## src/verilog/port_e_mux_defines.vh

```
// register offsets, field positions, reset values for the port e pin mux
// assumes inclusion by bare name from the design files under verilog/
`ifndef PORT_E_MUX_DEFINES_VH
`define PORT_E_MUX_DEFINES_VH

// register byte offsets on the axi4-lite slave
`define OFS_PE_LOW_SEL 6'h00
`define OFS_PE_HIGH_SEL 6'h04
`define OFS_IN_SRC_SEL 6'h08
`define OFS_PORT_A_DATA 6'h0C
`define OFS_PORT_A_DIR 6'h24
`define OFS_PORT_E_DATA 6'h10
`define OFS_PORT_E_DIR 6'h14
`define OFS_BIT_OP 6'h18
`define OFS_WAKE_EN 6'h1C
`define OFS_STATUS 6'h20
// highest mapped offset; anything above answers with an error
`define OFS_LAST 6'h24

// selector code that picks the alternate function
`define CODE_ALT 2'h1
`define CODE_FIRST 2'h0

// field positions of the input-source register
`define ISS_RX_LSB 6
`define ISS_PT1_LSB 4
`define ISS_PT0_LSB 2
`define ISS_ST_LSB 0

// reset values
`define RST_SEL 8'h00
`define RST_PORT 8'hFF

// axi responses
`define RESP_OKAY 2'h0
`define RESP_SLVERR 2'h2

`endif

```

## src/verilog/port_e_pin_mux.v

```verilog
// port e pin-function mux, input-source selector and port a/e i/o registers
// assumes an axi4-lite master on aclk and pins synchronous to aclk
//
// How it works
// - pin 3 code 01 drives compact timer output
// - pin 2 always general i/o, feeds clock
// - pin 1 code 01 turns the pin to input; serial receive takes pin1 by receive source
// - pin 0 code 01 drives serial transmit
// - pin 7 always general i/o
// - pin 6 code 01 drives standard timer output
// - pin 5 code 01 drives standard timer output
// - pin 4 general i/o, feeds standard clock
// - receive source: 00 port c, else pin1
// - periodic timer 1 capture: a3 or a4
// - periodic timer 0 capture: a0 or a1
// - standard capture: e5 or e6
// - masked input-source bits read zero; function selectors keep all bits
// - port data and direction reset high
// - bit set/clear is read-modify-write of byte
// - enabled port a falling edge wakes sleep
//
// The implementer's own choices: the register offsets and register access over AXI4-Lite.
`include "port_e_mux_defines.vh"

module port_e_pin_mux #(
  parameter [7:0] IN_SRC_MASK = 8'hFF
) (
  input wire aclk,
  input wire aresetn,
  input wire [31:0] s_axi_awaddr,
  input wire s_axi_awvalid,
  output wire s_axi_awready,
  input wire [31:0] s_axi_wdata,
  input wire [3:0] s_axi_wstrb,
  input wire s_axi_wvalid,
  output wire s_axi_wready,
  output reg [1:0] s_axi_bresp,
  output reg s_axi_bvalid,
  input wire s_axi_bready,
  input wire [31:0] s_axi_araddr,
  input wire s_axi_arvalid,
  output wire s_axi_arready,
  output reg [31:0] s_axi_rdata,
  output reg [1:0] s_axi_rresp,
  output reg s_axi_rvalid,
  input wire s_axi_rready,
  input wire [7:0] port_e_in,
  output wire [7:0] port_e_out,
  output wire [7:0] port_e_oe,
  input wire [7:0] port_a_in,
  output wire [7:0] port_a_out,
  output wire [7:0] port_a_oe,
  input wire port_c_pin2,
  input wire compact_timer1_output,
  input wire standard_timer_output,
  input wire serial_tx,
  output wire serial_rx_in,
  output wire compact_timer1_ext_clock,
  output wire standard_timer_ext_clock,
  output wire standard_timer_capture_in,
  output wire periodic_timer0_capture_in,
  output wire periodic_timer1_capture_in,
  input wire sleeping,
  output wire wake
);

  ////////////////////////////////////////////////////////////////////////
  // registers

  reg [7:0] port_e_low_function_select_reg;
  reg [7:0] port_e_high_function_select_reg;
  reg [7:0] input_source_select_reg;
  reg [7:0] port_a_data_reg;
  reg [7:0] port_a_dir_reg;
  reg [7:0] port_e_data_reg;
  reg [7:0] port_e_dir_reg;
  reg [7:0] wake_en_reg;
  reg [7:0] port_e_data_next;
  reg [7:0] port_e_dir_next;
  reg [7:0] port_a_data_next;
  reg [7:0] port_a_dir_next;

  // write channel holding flags; address and data may arrive in any order
  reg aw_held_reg;
  reg w_held_reg;
  reg [5:0] aw_addr_reg;
  reg [31:0] w_data_reg;
  reg [3:0] w_strb_reg;

  wire [5:0] wr_addr;
  wire [31:0] wr_data;
  wire [3:0] wr_strb;
  wire wr_fire;

  // byte-lane merge of a write into an eight-bit register
  function [7:0] lane0;
    input [7:0] old;
    input [31:0] data;
    input [3:0] strb;
    begin
      lane0 = strb[0] ? data[7:0] : old;
    end
  endfunction

  // single bit set or clear on a whole byte; bit[3]=1 sets, [2:0] index
  function [7:0] bit_op;
    input [7:0] old;
    input [3:0] op;
    begin
      bit_op = old;
      bit_op[op[2:0]] = op[3];
    end
  endfunction

  ////////////////////////////////////////////////////////////////////////
  // axi write path

  assign s_axi_awready = !aw_held_reg && !s_axi_bvalid;
  assign s_axi_wready = !w_held_reg && !s_axi_bvalid;
  assign wr_addr = aw_held_reg ? aw_addr_reg : s_axi_awaddr[5:0];
  assign wr_data = w_held_reg ? w_data_reg : s_axi_wdata;
  assign wr_strb = w_held_reg ? w_strb_reg : s_axi_wstrb;
  assign wr_fire = (aw_held_reg || (s_axi_awvalid && s_axi_awready)) &&
                   (w_held_reg || (s_axi_wvalid && s_axi_wready));

  // hold whichever half arrives first, answer once both are in
  always @(posedge aclk) begin
    if (!aresetn) begin
      aw_held_reg <= 1'b0;
      w_held_reg <= 1'b0;
      aw_addr_reg <= 6'h00;
      w_data_reg <= 32'h00000000;
      w_strb_reg <= 4'h0;
      s_axi_bvalid <= 1'b0;
      s_axi_bresp <= `RESP_OKAY;
    end else begin
      if (s_axi_awvalid && s_axi_awready) begin
        aw_addr_reg <= s_axi_awaddr[5:0];
      end
      if (s_axi_wvalid && s_axi_wready) begin
        w_data_reg <= s_axi_wdata;
        w_strb_reg <= s_axi_wstrb;
      end
      if (wr_fire) begin
        aw_held_reg <= 1'b0;
        w_held_reg <= 1'b0;
        s_axi_bvalid <= 1'b1;
        s_axi_bresp <= (wr_addr > `OFS_LAST) || (wr_addr[1:0] != 2'h0) ?
                       `RESP_SLVERR : `RESP_OKAY;
      end else begin
        if (s_axi_awvalid && s_axi_awready) aw_held_reg <= 1'b1;
        if (s_axi_wvalid && s_axi_wready) w_held_reg <= 1'b1;
        if (s_axi_bvalid && s_axi_bready) s_axi_bvalid <= 1'b0;
      end
    end
  end

  ////////////////////////////////////////////////////////////////////////
  // port data and direction next values, including bit operations

  // the bit-op register acts on the whole byte of the chosen port register
  always @* begin
    port_a_data_next = port_a_data_reg;
    port_a_dir_next = port_a_dir_reg;
    port_e_data_next = port_e_data_reg;
    port_e_dir_next = port_e_dir_reg;
    if (wr_fire && wr_strb[0]) begin
      case (wr_addr)
        `OFS_PORT_A_DATA: port_a_data_next = wr_data[7:0];
        `OFS_PORT_A_DIR: port_a_dir_next = wr_data[7:0];
        `OFS_PORT_E_DATA: port_e_data_next = wr_data[7:0];
        `OFS_PORT_E_DIR: port_e_dir_next = wr_data[7:0];
        `OFS_BIT_OP: begin
          // read whole byte, change one bit, write the byte back
          case (wr_data[5:4])
            2'h0: port_a_data_next = bit_op(port_a_data_reg,
                                            wr_data[3:0]);
            2'h1: port_a_dir_next = bit_op(port_a_dir_reg,
                                           wr_data[3:0]);
            2'h2: port_e_data_next = bit_op(port_e_data_reg,
                                            wr_data[3:0]);
            default: port_e_dir_next = bit_op(port_e_dir_reg,
                                              wr_data[3:0]);
          endcase
        end
        default: begin
        end
      endcase
    end
  end

  ////////////////////////////////////////////////////////////////////////
  // register updates

  // selectors reset to zero; port registers reset to all ones
  always @(posedge aclk) begin
    if (!aresetn) begin
      port_e_low_function_select_reg <= `RST_SEL;
      port_e_high_function_select_reg <= `RST_SEL;
      input_source_select_reg <= `RST_SEL;
      port_a_data_reg <= `RST_PORT;
      port_a_dir_reg <= `RST_PORT;
      port_e_data_reg <= `RST_PORT;
      port_e_dir_reg <= `RST_PORT;
      wake_en_reg <= 8'h00;
    end else begin
      port_a_data_reg <= port_a_data_next;
      port_a_dir_reg <= port_a_dir_next;
      port_e_data_reg <= port_e_data_next;
      port_e_dir_reg <= port_e_dir_next;
      if (wr_fire) begin
        case (wr_addr)
          `OFS_PE_LOW_SEL: port_e_low_function_select_reg <=
            lane0(port_e_low_function_select_reg, wr_data, wr_strb);
          `OFS_PE_HIGH_SEL: port_e_high_function_select_reg <=
            lane0(port_e_high_function_select_reg, wr_data, wr_strb);
          // bits missing in a variant ignore writes
          `OFS_IN_SRC_SEL: input_source_select_reg <=
            lane0(input_source_select_reg, wr_data, wr_strb) &
            IN_SRC_MASK;
          `OFS_WAKE_EN: wake_en_reg <=
            lane0(wake_en_reg, wr_data, wr_strb);
          default: begin
          end
        endcase
      end
    end
  end

  ////////////////////////////////////////////////////////////////////////
  // axi read path

  assign s_axi_arready = !s_axi_rvalid;

  // one-cycle answer; status shows live pins and the sleep flag
  always @(posedge aclk) begin
    if (!aresetn) begin
      s_axi_rvalid <= 1'b0;
      s_axi_rdata <= 32'h00000000;
      s_axi_rresp <= `RESP_OKAY;
    end else if (s_axi_arvalid && s_axi_arready) begin
      s_axi_rvalid <= 1'b1;
      s_axi_rresp <= `RESP_OKAY;
      case (s_axi_araddr[5:0])
        `OFS_PE_LOW_SEL:
          s_axi_rdata <= {24'h000000, port_e_low_function_select_reg};
        `OFS_PE_HIGH_SEL:
          s_axi_rdata <= {24'h000000, port_e_high_function_select_reg};
        `OFS_IN_SRC_SEL:
          s_axi_rdata <= {24'h000000, input_source_select_reg};
        `OFS_PORT_A_DATA:
          s_axi_rdata <= {24'h000000, port_a_data_reg};
        `OFS_PORT_A_DIR:
          s_axi_rdata <= {24'h000000, port_a_dir_reg};
        `OFS_PORT_E_DATA:
          s_axi_rdata <= {24'h000000, port_e_data_reg};
        `OFS_PORT_E_DIR:
          s_axi_rdata <= {24'h000000, port_e_dir_reg};
        `OFS_BIT_OP:
          s_axi_rdata <= 32'h00000000;
        `OFS_WAKE_EN:
          s_axi_rdata <= {24'h000000, wake_en_reg};
        `OFS_STATUS:
          s_axi_rdata <= {15'h0000, sleeping, port_e_in, port_a_in};
        default: begin
          s_axi_rdata <= 32'h00000000;
          s_axi_rresp <= `RESP_SLVERR;
        end
      endcase
    end else if (s_axi_rvalid && s_axi_rready) begin
      s_axi_rvalid <= 1'b0;
    end
  end

  ////////////////////////////////////////////////////////////////////////
  // port e output mux

  wire alt3;
  wire alt1;
  wire alt0;
  wire alt6;
  wire alt5;
  wire [7:0] alt_out;

  assign alt3 = port_e_low_function_select_reg[7:6] == `CODE_ALT;
  assign alt1 = port_e_low_function_select_reg[3:2] == `CODE_ALT;
  assign alt0 = port_e_low_function_select_reg[1:0] == `CODE_ALT;
  assign alt6 = port_e_high_function_select_reg[5:4] == `CODE_ALT;
  assign alt5 = port_e_high_function_select_reg[3:2] == `CODE_ALT;

  // pins 7, 4 and 2 ignore their selector codes entirely
  assign alt_out = {1'b0, alt6, alt5, 1'b0, alt3, 1'b0,
                    alt1, alt0};

  // direction bit high means input; data must be loaded first by software
  assign port_e_out = {port_e_data_reg[7],
                       alt6 ? standard_timer_output : port_e_data_reg[6],
                       alt5 ? standard_timer_output : port_e_data_reg[5],
                       port_e_data_reg[4],
                       alt3 ? compact_timer1_output : port_e_data_reg[3],
                       port_e_data_reg[2],
                       port_e_data_reg[1],
                       alt0 ? serial_tx : port_e_data_reg[0]};
  // receive pin is an input while attached to the serial port
  assign port_e_oe = {alt_out[7:2] | ~port_e_dir_reg[7:2],
                      ~alt1 & ~port_e_dir_reg[1],
                      alt0 | ~port_e_dir_reg[0]};
  assign port_a_out = port_a_data_reg;
  assign port_a_oe = ~port_a_dir_reg;

  assign compact_timer1_ext_clock = port_e_in[2];
  assign standard_timer_ext_clock = port_e_in[4];

  ////////////////////////////////////////////////////////////////////////
  // input-source selection

  sel_field_decode u_rx_sel (
    .code(input_source_select_reg[`ISS_RX_LSB+1:`ISS_RX_LSB]),
    .first_pin(port_c_pin2),
    .other_pin(port_e_in[1]),
    .picked(serial_rx_in)
  );

  sel_field_decode u_pt1_sel (
    .code(input_source_select_reg[`ISS_PT1_LSB+1:`ISS_PT1_LSB]),
    .first_pin(port_a_in[3]),
    .other_pin(port_a_in[4]),
    .picked(periodic_timer1_capture_in)
  );

  sel_field_decode u_pt0_sel (
    .code(input_source_select_reg[`ISS_PT0_LSB+1:`ISS_PT0_LSB]),
    .first_pin(port_a_in[0]),
    .other_pin(port_a_in[1]),
    .picked(periodic_timer0_capture_in)
  );

  sel_field_decode u_st_sel (
    .code(input_source_select_reg[`ISS_ST_LSB+1:`ISS_ST_LSB]),
    .first_pin(port_e_in[5]),
    .other_pin(port_e_in[6]),
    .picked(standard_timer_capture_in)
  );

  ////////////////////////////////////////////////////////////////////////
  // port a wake-up

  wake_edge_detect #(
    .WIDTH(8)
  ) u_wake (
    .aclk(aclk),
    .aresetn(aresetn),
    .pins(port_a_in),
    .enable(wake_en_reg),
    .sleeping(sleeping),
    .wake(wake)
  );

endmodule // port_e_pin_mux

```

## src/verilog/sel_field_decode.v

```verilog
// decodes one two-bit input-source field into a pin choice
// assumes the field comes straight from a register
module sel_field_decode (
  input wire [1:0] code,
  input wire first_pin,
  input wire other_pin,
  output wire picked
);
  // only code 00 keeps the first candidate; every other code takes the second
  assign picked = (code == 2'h0) ? first_pin : other_pin;
endmodule // sel_field_decode

```

## src/verilog/wake_edge_detect.v

```verilog
// falling-edge wake detector for the eight port a pins
// assumes pins are synchronous to aclk and sleep comes from the power control
module wake_edge_detect #(
  parameter WIDTH = 8
) (
  input wire aclk,
  input wire aresetn,
  input wire [WIDTH-1:0] pins,
  input wire [WIDTH-1:0] enable,
  input wire sleeping,
  output reg wake
);
  reg [WIDTH-1:0] prev_reg;

  // idle-high history: a pin that is low right after reset counts as a falling edge
  always @(posedge aclk) begin
    if (!aresetn) begin
      prev_reg <= {WIDTH{1'b1}};
      wake <= 1'b0;
    end else begin
      prev_reg <= pins;
      wake <= sleeping && |(prev_reg & ~pins & enable);
    end
  end
endmodule // wake_edge_detect
```

## config.mk

```make
export PLATFORM = sky130hd
export DESIGN_NAME = port_e_pin_mux
export DESIGN_NICKNAME = d
export VERILOG_FILES = /design/src/verilog/port_e_pin_mux.v /design/src/verilog/sel_field_decode.v /design/src/verilog/wake_edge_detect.v
export VERILOG_INCLUDE_DIRS = /design/src /design/src/verilog
export SDC_FILE = /design/constraint.sdc
export NUM_CORES = 1
export LEC_CHECK = 0
export BUFFER_PORTS_ARGS = -buffer_cell sky130_fd_sc_hd__buf_2
export CAP_MARGIN = 20
export CORE_MARGIN = 3
export CORE_UTILIZATION = 45
export DETAILED_ROUTE_END_ITERATION = 6
export PLACE_DENSITY_LB_ADDON = 0.08
export SLEW_MARGIN = 20
export SYNTH_ARGS = -nofsm -noshare
export SYNTH_HDL_FRONTEND = slang
export SYNTH_HIERARCHICAL = 1
export SYNTH_SLANG_ARGS = --single-unit
```

## constraint.sdc

```tcl
create_clock -name aclk -period 5.4 [get_ports aclk]
set_input_delay 0.81 -clock aclk [delete_from_list [all_inputs] [get_ports aclk]]
set_output_delay 0.81 -clock aclk [all_outputs]
set_load 0.01 [all_outputs]
```

==> summary.md, run 1 <==
The run finished with clean final reports. Measured along the x axis, the die boundary spans 119 um. The register bit total from synthesis is 111. TritonCTS built the clock tree.

The count of input and output buffers is 111, and the pin slew with the least headroom to its limit is 1.08 ns. The most numerous cell in the Yosys netlist was dfxtp_1. In this run the static leakage power is 0.00259 uW. The logs give 0.282 for the worst-case headroom to the max-slew limit and 472 for the violation count after the first detailed-route iteration. The global-route wire length before repair came out at 26400 um. Number of routed nets with antenna violations: 0. The floorplan has 40 rows. For this run, the leading register cell type out of synthesis is dfxtp_1.

TritonCTS created 9 clock buffers. The number of global-route vias before repair was 4639; the setup-violating endpoint count in the final report was 0. The tools report the source of the worst hold timing path as s_axi_rresp[1]. Achievable clock frequency: 316 MHz.

The post-synthesis async set-or-reset flop share was 0; the count of flip-flops with a built-in enable after synthesis was 0. Flip-flop count of the largest register, all copies and words added: 17. The total DRC errors in the routed layout was 0; the layout overhead on the synthesized area was 14.2%. The clock arrives with 0.00864 ns of skew.

Summed over all layers, the global routing overflow is 0. The Yosys warning count is 6. The total count of hold-check failures in the final report came out at 0. From bottom edge to top edge, the die measures 119 um. The effective utilization at floorplan came out at 0.468.

The distinct cell type count of the synthesized netlist is 68, and the setup fix buffers added after clock tree synthesis is 0. For this design the top-level I/O count stands at 208. The maximum buffer depth of the clock tree was 2. The critical path starts at aw_held_reg. The fraction of the cycle the final worst path needs works out to 0.586. The library cell with the largest summed area after synthesis was dfxtp_1. In this run the mean area of a mapped cell was 9.20 um2. The worst register-to-register path begins at aw_held_reg. Sorting the synthesized cells by area gives the leading types as dfxtp_1 (39%), mux2i_1 (6.3%), nor2_1 (5.5%), a211oi_1 (3.3%), buf_4 (3.3%). The worst setup path is launched from a flip-flop.

Entering global routing, the biggest net connects 42 pins. The ratio of total power to cell area is 286 mW/mm2, and the total die area is 0.0141 mm2. Core region area: 0.0122 mm2. The final non-filler cell total was 871.

Share of cells above drive strength 1: 0.246. The logs give 2.19 ns for the worst slack after detailed placement and 0.886 for the routability-driven placement congestion ratio. After detailed routing, the total wire length is 16800 um. Net total in the final layout: 826. The worst path meets setup with 2.24 ns of slack. After clock tree synthesis, the clock-pin slew on the worst setup and hold paths is 0.08 ns. The tightest min-delay check is of the reg -> reg type. Final hold analysis gives a worst-case slack of 0.469 ns. For the number of gates resized after cts, the log shows 0. The logs give 0.235 for the aggregate global-route resource usage and 0.00571 mm2 for the cell area after synthesis. The fraction of synthesized cell area taken by the top area cell type works out to 0.389.

The number of placed instances, taps included, is 855. The number of clock sinks seen by CTS was 111; the sequential fraction of the synthesis area was 0.389. The run gives 621 as the post-synthesis instance total. The register with the highest flop count was s_axi_rdata. The classification of the worst setup path was reg -> reg. Setup repair after global routing left no endpoint under its margin.

The logs give 3.36 ns for the arrival time at the worst endpoint and 0.36 ns for the clock latency on the worst-skew pair. The tools report the worst-case vdd ir drop as 0.131 mV. Summing all placed instances gives a cell area of 0.00619 mm2. The tools report the final max-slew violation count as 0.

The root buffer selected by CTS was clkbuf_16. STA puts the critical path data required time at 5.59 ns. The per-cell via count in the routed design works out to 5.74.

The setup total negative slack was 0 ns; the number of antenna violations at the first check in global routing was 0. 0 antenna diodes ended up in the layout. The worst setup path is captured at a flip-flop. Average wire per cell in the routed design: 19.3 um. The number of H-tree levels was 3. In this run the register-to-register setup slack is 2.24 ns. The worst path in the final design needs a cycle of 3.16 ns, including I/O delays and setup. After clock tree synthesis, the flow added hold-fix buffers numbering 0.

The final standard cell area without fillers came out at 0.00652 mm2. Sorting the synthesized cells by how often they occur yields dfxtp_1 (111), nor2_1 (83), mux2i_1 (36), a211oi_1 (25), buf_4 (25). The detailed-route via count came out at 5000. The max-cap check violation count was 0; the top fanout value on the critical path was 22. Detailed placement ended at an HPWL of 12500 um. The first detailed-routing pass ran for 6 iterations.
==> placed cells by master, fill, tap and decap left out, drive strengths merged, types with 6 or more instances in the layout <==
cell type / count
a211oi: 25
a21oi: 15
a221o: 7
a222oi: 8
a22o: 8
a22oi: 17
a31o: 7
a31oi: 12
and2: 7
buf: 112
clkbuf: 9
conb: 17
dfxtp: 111
inv: 26
mux2: 22
mux2i: 38
nand2: 22
nand2b: 14
nand3: 11
nand3b: 6
nor2: 84
nor2b: 7
nor3: 6
nor4: 9
o211ai: 22
o21ai: 16
o2bb2ai: 8
o31ai: 15
==> worst max-delay path, stage by stage (launching register included) <==
cell and delay (ns):
dfxtp_1 0.91, nor4bb_1 0.17, o22ai_1 0.87, o32a_1 0.54
or2_1 0.35, o211ai_1 0.15
==> final cells by class <==
class / count / area [um2]
fillers: 1207 / 5690
multi-input cells: 440 / 3110
flip-flops and latches: 111 / 2220
clock buffers: 9 / 225
inverters: 24 / 90.1
clock inverters: 7 / 105
well taps: 168 / 210
repair buffers: 112 / 563
==> through the flow <==
stage	total power [uW]	utilization
after floorplan	1070	-
after global placement	1140	0.507
after detailed placement	1140	0.507
after CTS	1880	0.534
after global routing	1940	0.534
final	1860	0.534
==> layer usage <==
layer,global-route usage,vias to the layer above,part of all wire
li1,-,2432,-
met1,0.331,2360,0.46
met2,0.366,188,0.46
met3,0.0392,20,0.065
met4,0.0775,0,0.015
met5,0,-,0
==> cell families after synthesis <==
| family | share of synthesized area |
|---|---|
| DFF | 0.389 |
| buffers and inverters | 0.0782 |
| muxes | 0.113 |
| xor gates and xnor gates | 0.00153 |
| other | 0.000657 |
| AOI/OAI and AO/OA | 0.242 |
| and+or+nand+nor | 0.176 |
==> final timing paths <==
| kind | to | cells past startpoint |
|---|---|---|
| setup reg to reg | port_a_dir_reg[0] | 5 |
| hold reg to reg | s_axi_rresp[1] | 2 |
| setup / recovery | port_a_dir_reg[0] | 5 |
| hold / removal | s_axi_rresp[1] | 2 |
==> where the power goes <==
part / internal [uW] / total, uW / switching (uW)
registers: 839 / 867 / 28.4
logic: 92.0 / 257 / 165
clock network: 413 / 739 / 325
total: 1340 / 1860 / 519
Power figures use the tool's default switching activity.
==> run 2, diff against run 1 <==
==> constraint.sdc (replaced) <==
create_clock -name aclk -period 3.05 [get_ports aclk]
set_input_delay 0.4575 -clock aclk [delete_from_list [all_inputs] [get_ports aclk]]
set_output_delay 0.4575 -clock aclk [all_outputs]
set_load 0.01 [all_outputs]
==> run 2 against run 1 <==
Clock skew fell by 0.0024 ns. Global-route usage is 0.22 points lower. Wire length fell by 1.3%. Cell area grew 1.1%. Die area stayed put. Utilization grew 0.57 points. Register-to-register slack worse by 1.8 ns. Via count is 1.1% higher. Critical path depth grew 1. Maximum frequency grew 21%. Sequential power rose by 75%. Setup slack lost 1.8 ns. Critical path type unchanged. Critical endpoint is now port_e_data_reg[4]. Largest cell class unchanged. Largest power group unchanged. Highest routed layer unchanged.
==> summary.md, run 2 (synthesis gave the netlist of run 1 again) <==
The worst setup path is captured at a flip-flop. The logs give 0.0141 mm2 (unchanged) for the total die area and 0.00265 uW (+2.4%) for the leakage dissipation. The detailed-route via count is 5057 (+1.1%). The number of clock sinks seen by CTS is 111 (unchanged).

The share of cells above drive strength 1 is 0.262 (+0.0160). The post-layout minimum cycle time works out to 2.61 ns (-0.553 ns). The number of global-route vias before repair was 4760 (+2.6%).

The logs give 0 ns (unchanged) for the setup total negative slack and 0 (unchanged) for the overall overflow remaining after global route. The clock-pin slew reported for the worst setup and hold paths after clock tree synthesis was 0.07 ns (about the same); the final standard cell area without fillers was 0.00659 mm2 (+1.1%). The clock latency on the worst-skew pair was 0.35 ns (about the same); the biggest cell delay along the critical path was 0.66 ns (-0.25 ns). Setup repair after global routing left no endpoint under its margin. The logs give 208 (unchanged) for the number of top-level pins and 12500 um (+0.47%) for the HPWL after detailed placement. The number of placement rows was 40 (unchanged). In this run the clock root is driven by a clkbuf_16.

The largest net degree at the start of global routing is 41 (-2.4%), and the instance area at placement is 0.00633 mm2 (+2.2%). Achievable clock frequency: 383 MHz (+21%). Clock group share of total power: 0.350 (-0.047). For the length of the first detailed-routing pass in iterations, the log shows 5 (-1). The cell count of the worst hold path was 2 (unchanged); the number of fill cells was 1199 (-0.66%).

The worst-case vdd ir drop is 0.244 mV (+86%). For the core region area, the log shows 0.0122 mm2 (unchanged). The slowest stage of the critical path belongs to the cell dfxtp_1. In the layout the commonest cells are dfxtp_1 (111), buf_2 (111), nor2_1 (83), mux2i_1 (36), a211oi_1 (25). The end-of-flow core utilization is 0.540 (+0.00574), and the power share of the combinational group is 0.160 (+0.022). The clock tree skew after final layout was 0.00624 ns (-0.00240 ns); the total DRC errors in the routed layout was 0 (unchanged). The arrival time at the worst endpoint was 2.88 ns (-0.48 ns). The fraction of the cycle the final worst path needs was 0.855 (+0.270); the routability-driven placement congestion ratio was 0.919 (+3.7%). For the net total in the final layout, the log shows 845 (+2.3%). The CTS buffer count was 9 (unchanged). Register with the highest flop count: s_axi_rdata. The switching part of the total came out at 0.284 (+0.00559). The tools report the maximum buffer depth of the clock tree as 2 (unchanged). Number of antenna violations at the first check in global routing: 0 (unchanged).

The path class of the tightest hold or removal check is in -> reg. The effective utilization at floorplan came out at 0.468 (unchanged). The pin slew with the least headroom to its limit was 0.746 ns (-0.331 ns).

The worst hold slack across all endpoints came out at 0.300 ns (-0.170 ns). The layout overhead on the synthesized area was 15.5%; the internal power component was 2220 uW (+65%). The total length of routed wires came out at 16600 um (-1.3%). TritonCTS built the clock tree. The logs give 0.233 (-0.00215) for the aggregate global-route resource usage and 0.499 (+0.217) for the worst-case headroom to the max-slew limit. The violation count after the first detailed-route iteration was 482 (+2.1%).

The number of routed nets with antenna violations is 0 (unchanged), and the number of gates resized after cts is 0 (unchanged). The antenna diode count is 0 (unchanged). The critical path goes through buf_4, and4b_1, o22a_2, a2111o_1, o21ai_0, o211ai_1. The run finished with clean final reports. The tools report the power dissipated by switching net loads as 881 uW (+70%). Flip-flop count of the largest register, all copies and words added: 17 (unchanged). The overall power after layout is 3100 uW (+67%), and the number of cell instances on the worst register-to-register path is 6 (+1). The setup-violating endpoint count in the final report came out at 0 (unchanged). Average wire per cell in the routed design: 18.7 um (-3.3%). The cts-stage hold buffer count is 0 (unchanged). For the required arrival time at the worst endpoint, the log shows 3.32 ns (-2.27 ns).

Global-route wire length before repair: 26000 um (-1.6%). The final max-slew violation count came out at 0 (unchanged). The die width works out to 119 um (unchanged). The run gives 0 (unchanged) as the setup fix buffers added after clock tree synthesis. The startpoint kind of the worst setup timing path was a flip-flop. The register share of total power is 0.490 (+0.025), and the ratio of total power to cell area is 470 mW/mm2 (+65%). The count of input and output buffers was 111 (unchanged). The top fanout value on the critical path was 23 (+4.5%); the number of H-tree levels was 3 (unchanged). The critical path in this run is classified as reg -> reg. The per-cell via count in the routed design was 5.69 (-0.91%); the total count of hold-check failures in the final report was 0 (unchanged).

The max-cap check violation count was 0 (unchanged); the die height was 119 um (unchanged).
-- run 2: cell count changes in the layout (fill, tap and decap cells not counted) --
cell	change
bufinv_16	-2
buf_4	+19
nor4b_1	+1
nor4b_2	-1
clkinv_2	+2
clkinv_4	-1
clkbuf_1	+1
inv_8	-1
-- run 2: critical path: cells and delay by family (launching register included) --
family                 cells  cell delay, ns
buffers and inverters      1            0.28
DFF                        1            0.66
and+or+nand+nor            1            0.23
AOI/OAI and AO/OA          4            1.35
-- run 2: power groups by stage --
stage | Clock (uW) | Sequential, uW | Combinational [uW]
after floorplan | 0 | 1540 | 353
after global placement | 0 | 1550 | 484
after detailed placement | 0 | 1550 | 491
after CTS | 1110 | 1520 | 493
after global routing | 1160 | 1530 | 538
final | 1090 | 1520 | 496
-- run 2: worst paths after layout --
check	start	endpoint	slack [ns]
setup reg to reg	aw_held_reg	port_e_data_reg[4]	0.44
hold reg to reg	s_axi_rdata[7]	s_axi_rdata[7]	0.47
setup / recovery	aw_held_reg	port_e_data_reg[4]	0.44
hold / removal	s_axi_rready	s_axi_rvalid	0.30
-- run 2: per-layer routing --
metal  wire length, um  GRT usage
met1              7520      0.319
met2              7430      0.362
met3              1200     0.0431
met4               455     0.0949
met5                 0          0
-- run 2: area by class of cell --
cell class                 count  area, um2  area share
sequential                   111       2220       0.337
clock inverter                 5       35.0     0.00531
clock buffer                  10        229      0.0347
timing repair buffer         131        706       0.107
multi-input combinational    440       3100       0.470
inverter                      24       90.1      0.0137
tap                          168        210      0.0319
-- run 2: through the flow --
step                cells  setup WS [ns]
CTS                   889          0.483
global route          889          0.230
detailed placement    874          0.509
global placement      874          0.504
floorplan             637           1.04
finish                889          0.441
==> run 3, diff against run 2 <==
--- a/config.mk
+++ b/config.mk
@@ -12,7 +12,7 @@
 export CORE_UTILIZATION = 45
 export DETAILED_ROUTE_END_ITERATION = 6
 export PLACE_DENSITY_LB_ADDON = 0.08
-export SLEW_MARGIN = 20
+export SLEW_MARGIN = 40
 export SYNTH_ARGS = -nofsm -noshare
 export SYNTH_HDL_FRONTEND = slang
 export SYNTH_HIERARCHICAL = 1
==> constraint.sdc (replaced) <==
create_clock -name aclk -period 2.9 [get_ports aclk]
set_input_delay 0.435 -clock aclk [delete_from_list [all_inputs] [get_ports aclk]]
set_output_delay 0.435 -clock aclk [all_outputs]
set_load 0.01 [all_outputs]
==> run 3 against run 2 <==
Critical endpoint is now port_e_data_reg[6]. Cell count is 0.34% higher. First-iteration DRC count is 9.5% lower. Flip-flop and latch count stayed put. Wire length is 1.6% higher. Cell area is 0.51% higher. Utilization is 0.28 points higher. Maximum frequency is 5.9% higher. Register-to-register slack hardly changed. Critical path depth stayed put. Hold slack worse by 0.036 ns. Global-route usage is 0.20 points higher. Via count is 0.91% higher.
==> summary.md, run 3 (synthesis gave the netlist of run 1 again) <==
The flow ran to the end, and the final reports show no timing, DRC or antenna violations. For the leakage dissipation, the log shows 0.00266 uW (+0.52%). The die height is 119 um (unchanged), and the share of cells above drive strength 1 is 0.265 (+0.00306). The CTS buffer count came out at 9 (unchanged). The tools report the number of cells after detailed placement as 877 (+0.34%). The run gives 0.0141 mm2 (unchanged) as the total die area.

The logs give 3 (unchanged) for the number of H-tree levels and 0 (unchanged) for the max-cap check violation count. The number of top-level pins is 208 (unchanged). The number of global-route vias before repair was 4744 (-0.34%); the HPWL after detailed placement was 12700 um (+1.1%).

The achievable clock frequency is 406 MHz (+5.9%). The cts-stage hold buffer count is 0 (unchanged), and the flip-flop count of the largest register, all copies and words added is 17 (unchanged). The tools report the worst-case vdd ir drop as 0.239 mV (-2.2%).

The number of gates resized after cts came out at 0 (unchanged). The fraction of the cycle the final worst path needs was 0.850 (-0.00558); the total length of routed wires was 16900 um (+1.6%). The overall overflow remaining after global route came out at 0 (unchanged).

STA classifies the critical path endpoint as a flip-flop. Ranked by flip-flop count, first place goes to s_axi_rdata. Setup repair after global routing left no endpoint under its margin.

The final max-slew violation count is 0 (unchanged), and the ratio of total power to cell area is 498 mW/mm2 (+5.9%). The final non-filler cell total was 892 (+0.34%). The logs give 0.468 (unchanged) for the effective utilization at floorplan and 0 (unchanged) for the number of routed nets with antenna violations. The internal reg-to-reg setup slack is 0.44 ns (about the same), and the average wire per cell in the routed design is 18.9 um (+1.3%). The run gives 0.850 (-7.5%) as the routability-driven placement congestion ratio. The top cell types in the final layout, fill and taps aside, are dfxtp_1 (111), buf_2 (111), nor2_1 (83), mux2i_1 (36), a211oi_1 (25).

The run gives 848 (+0.36%) as the net total in the final layout. Pin slew with the least headroom to its limit: 0.836 ns (+0.0898 ns). Number of placement rows: 40 (unchanged). In this run the worst hold path is classified as in -> reg. The total count of hold-check failures in the final report was 0 (unchanged); the antenna diode count was 0 (unchanged). The worst hold slack across all endpoints is 0.263 ns (-0.0364 ns), and the total DRC errors in the routed layout is 0 (unchanged). The critical path is of the reg -> reg type.

The run gives 436 (-9.5%) as the violation count after the first detailed-route iteration. The final standard cell area without fillers came out at 0.00663 mm2 (+0.51%). Maximum buffer depth of the clock tree: 2 (unchanged).

The clock tree skew after final layout was 0.00640 ns (+0.000162 ns). The per-cell via count in the routed design was 5.72 (+0.57%); the length of the first detailed-routing pass in iterations was 7 (+2). The tools report the worst-case headroom to the max-slew limit as 0.441 (-0.0579). The run gives 1185 (-1.2%) as the number of fill cells. The biggest cell delay along the critical path came out at 0.61 ns (-0.05 ns). The run gives 3.17 ns (-0.15 ns) as the required arrival time at the worst endpoint.

The setup-violating endpoint count in the final report is 0 (unchanged), and the largest net degree at the start of global routing is 39 (-4.9%). The critical path goes through buf_4, and4b_1, o22a_2, a2111o_1, o21ai_0, o211ai_1. The cell with the largest stage delay on the worst path was a2111o_1. The clock-pin slew reported for the worst setup and hold paths after clock tree synthesis was 0.08 ns (about the same); the number of antenna violations at the first check in global routing was 0 (unchanged).

For the number of clock sinks seen by CTS, the log shows 111 (unchanged). Post-layout minimum cycle time: 2.46 ns (-0.144 ns). TritonCTS built the clock tree.

The setup total negative slack was 0 ns (unchanged). The cell family contributing the most delay on the critical path is compound AO/OA/AOI/OAI gates. The logs give 0.00635 mm2 (+0.36%) for the instance area at placement and 0.35 ns (about the same) for the clock latency on the worst-skew pair. The worst setup path is launched from a flip-flop. The end-of-flow core utilization came out at 0.543 (+0.00277). The arrival time at the worst endpoint was 2.73 ns (-0.15 ns); the aggregate global-route resource usage was 0.235 (+0.00205). Clock tree synthesis selected as its root buffer the cell clkbuf_16. Setup fix buffers added after clock tree synthesis: 0 (unchanged).

The detailed-route via count is 5103 (+0.91%). The layout overhead on the synthesized area is 16.1%, and the top fanout value on the critical path is 23 (unchanged). Count of input and output buffers: 111 (unchanged). The sum of buffers and inverters on the critical path came out at 1 (unchanged).

For the global-route wire length before repair, the log shows 26400 um (+1.6%). The die width is 119 um (unchanged), and the core region area is 0.0122 mm2 (unchanged).
run 3: cell types whose count changed in the layout (fill, tap and decap cells not counted), sizes merged:
cell / delta
clkbuf: +1
clkinv: -1
inv: -1
buf: +3
clkinvlp: +1
run 3: final cells by class:
class	instances	area, um2	area share
clock buffers	11	243	0.0366
clock inverters	4	32.5	0.00491
inverters	24	90.1	0.0136
multi-input cells	440	3100	0.468
flip-flops and latches	111	2220	0.335
well taps	168	210	0.0317
repair buffers	134	728	0.110
run 3: power breakdown:
group          internal (uW)  switching, uW
combinational            194            327
sequential              1560           38.1
clock                    606            574
run 3: per-stage QoR:
step,setup slack [ns],total power [uW]
after floorplan,0.897,1990
after global placement,0.516,2140
after detailed placement,0.473,2150
after CTS,0.446,3320
after global routing,0.244,3440
final,0.436,3300
run 3: worst paths after layout:
check,start,endpoint,depth (start not counted)
worst max-delay path,aw_held_reg,port_e_data_reg[6],6
worst max register to register,aw_held_reg,port_e_data_reg[6],6
worst min register to register,s_axi_rdata[7],s_axi_rdata[7],1
worst min-delay path,s_axi_rready,s_axi_rvalid,2
run 3: worst reg2reg max path, delay by kind of cell, from the launching register on:
family / cells / cell delay (ns)
AOI/OAI and AO/OA: 4 / 1.32
buffers and inverters: 1 / 0.30
DFF: 1 / 0.53
and+or+nand+nor: 1 / 0.24
run 3: metal layers:
layer / part of all wire / global-route usage
met1: 0.45 / 0.331
met4: 0.023 / 0.0768
met2: 0.45 / 0.370
met3: 0.068 / 0.0349
met5: 0 / 0
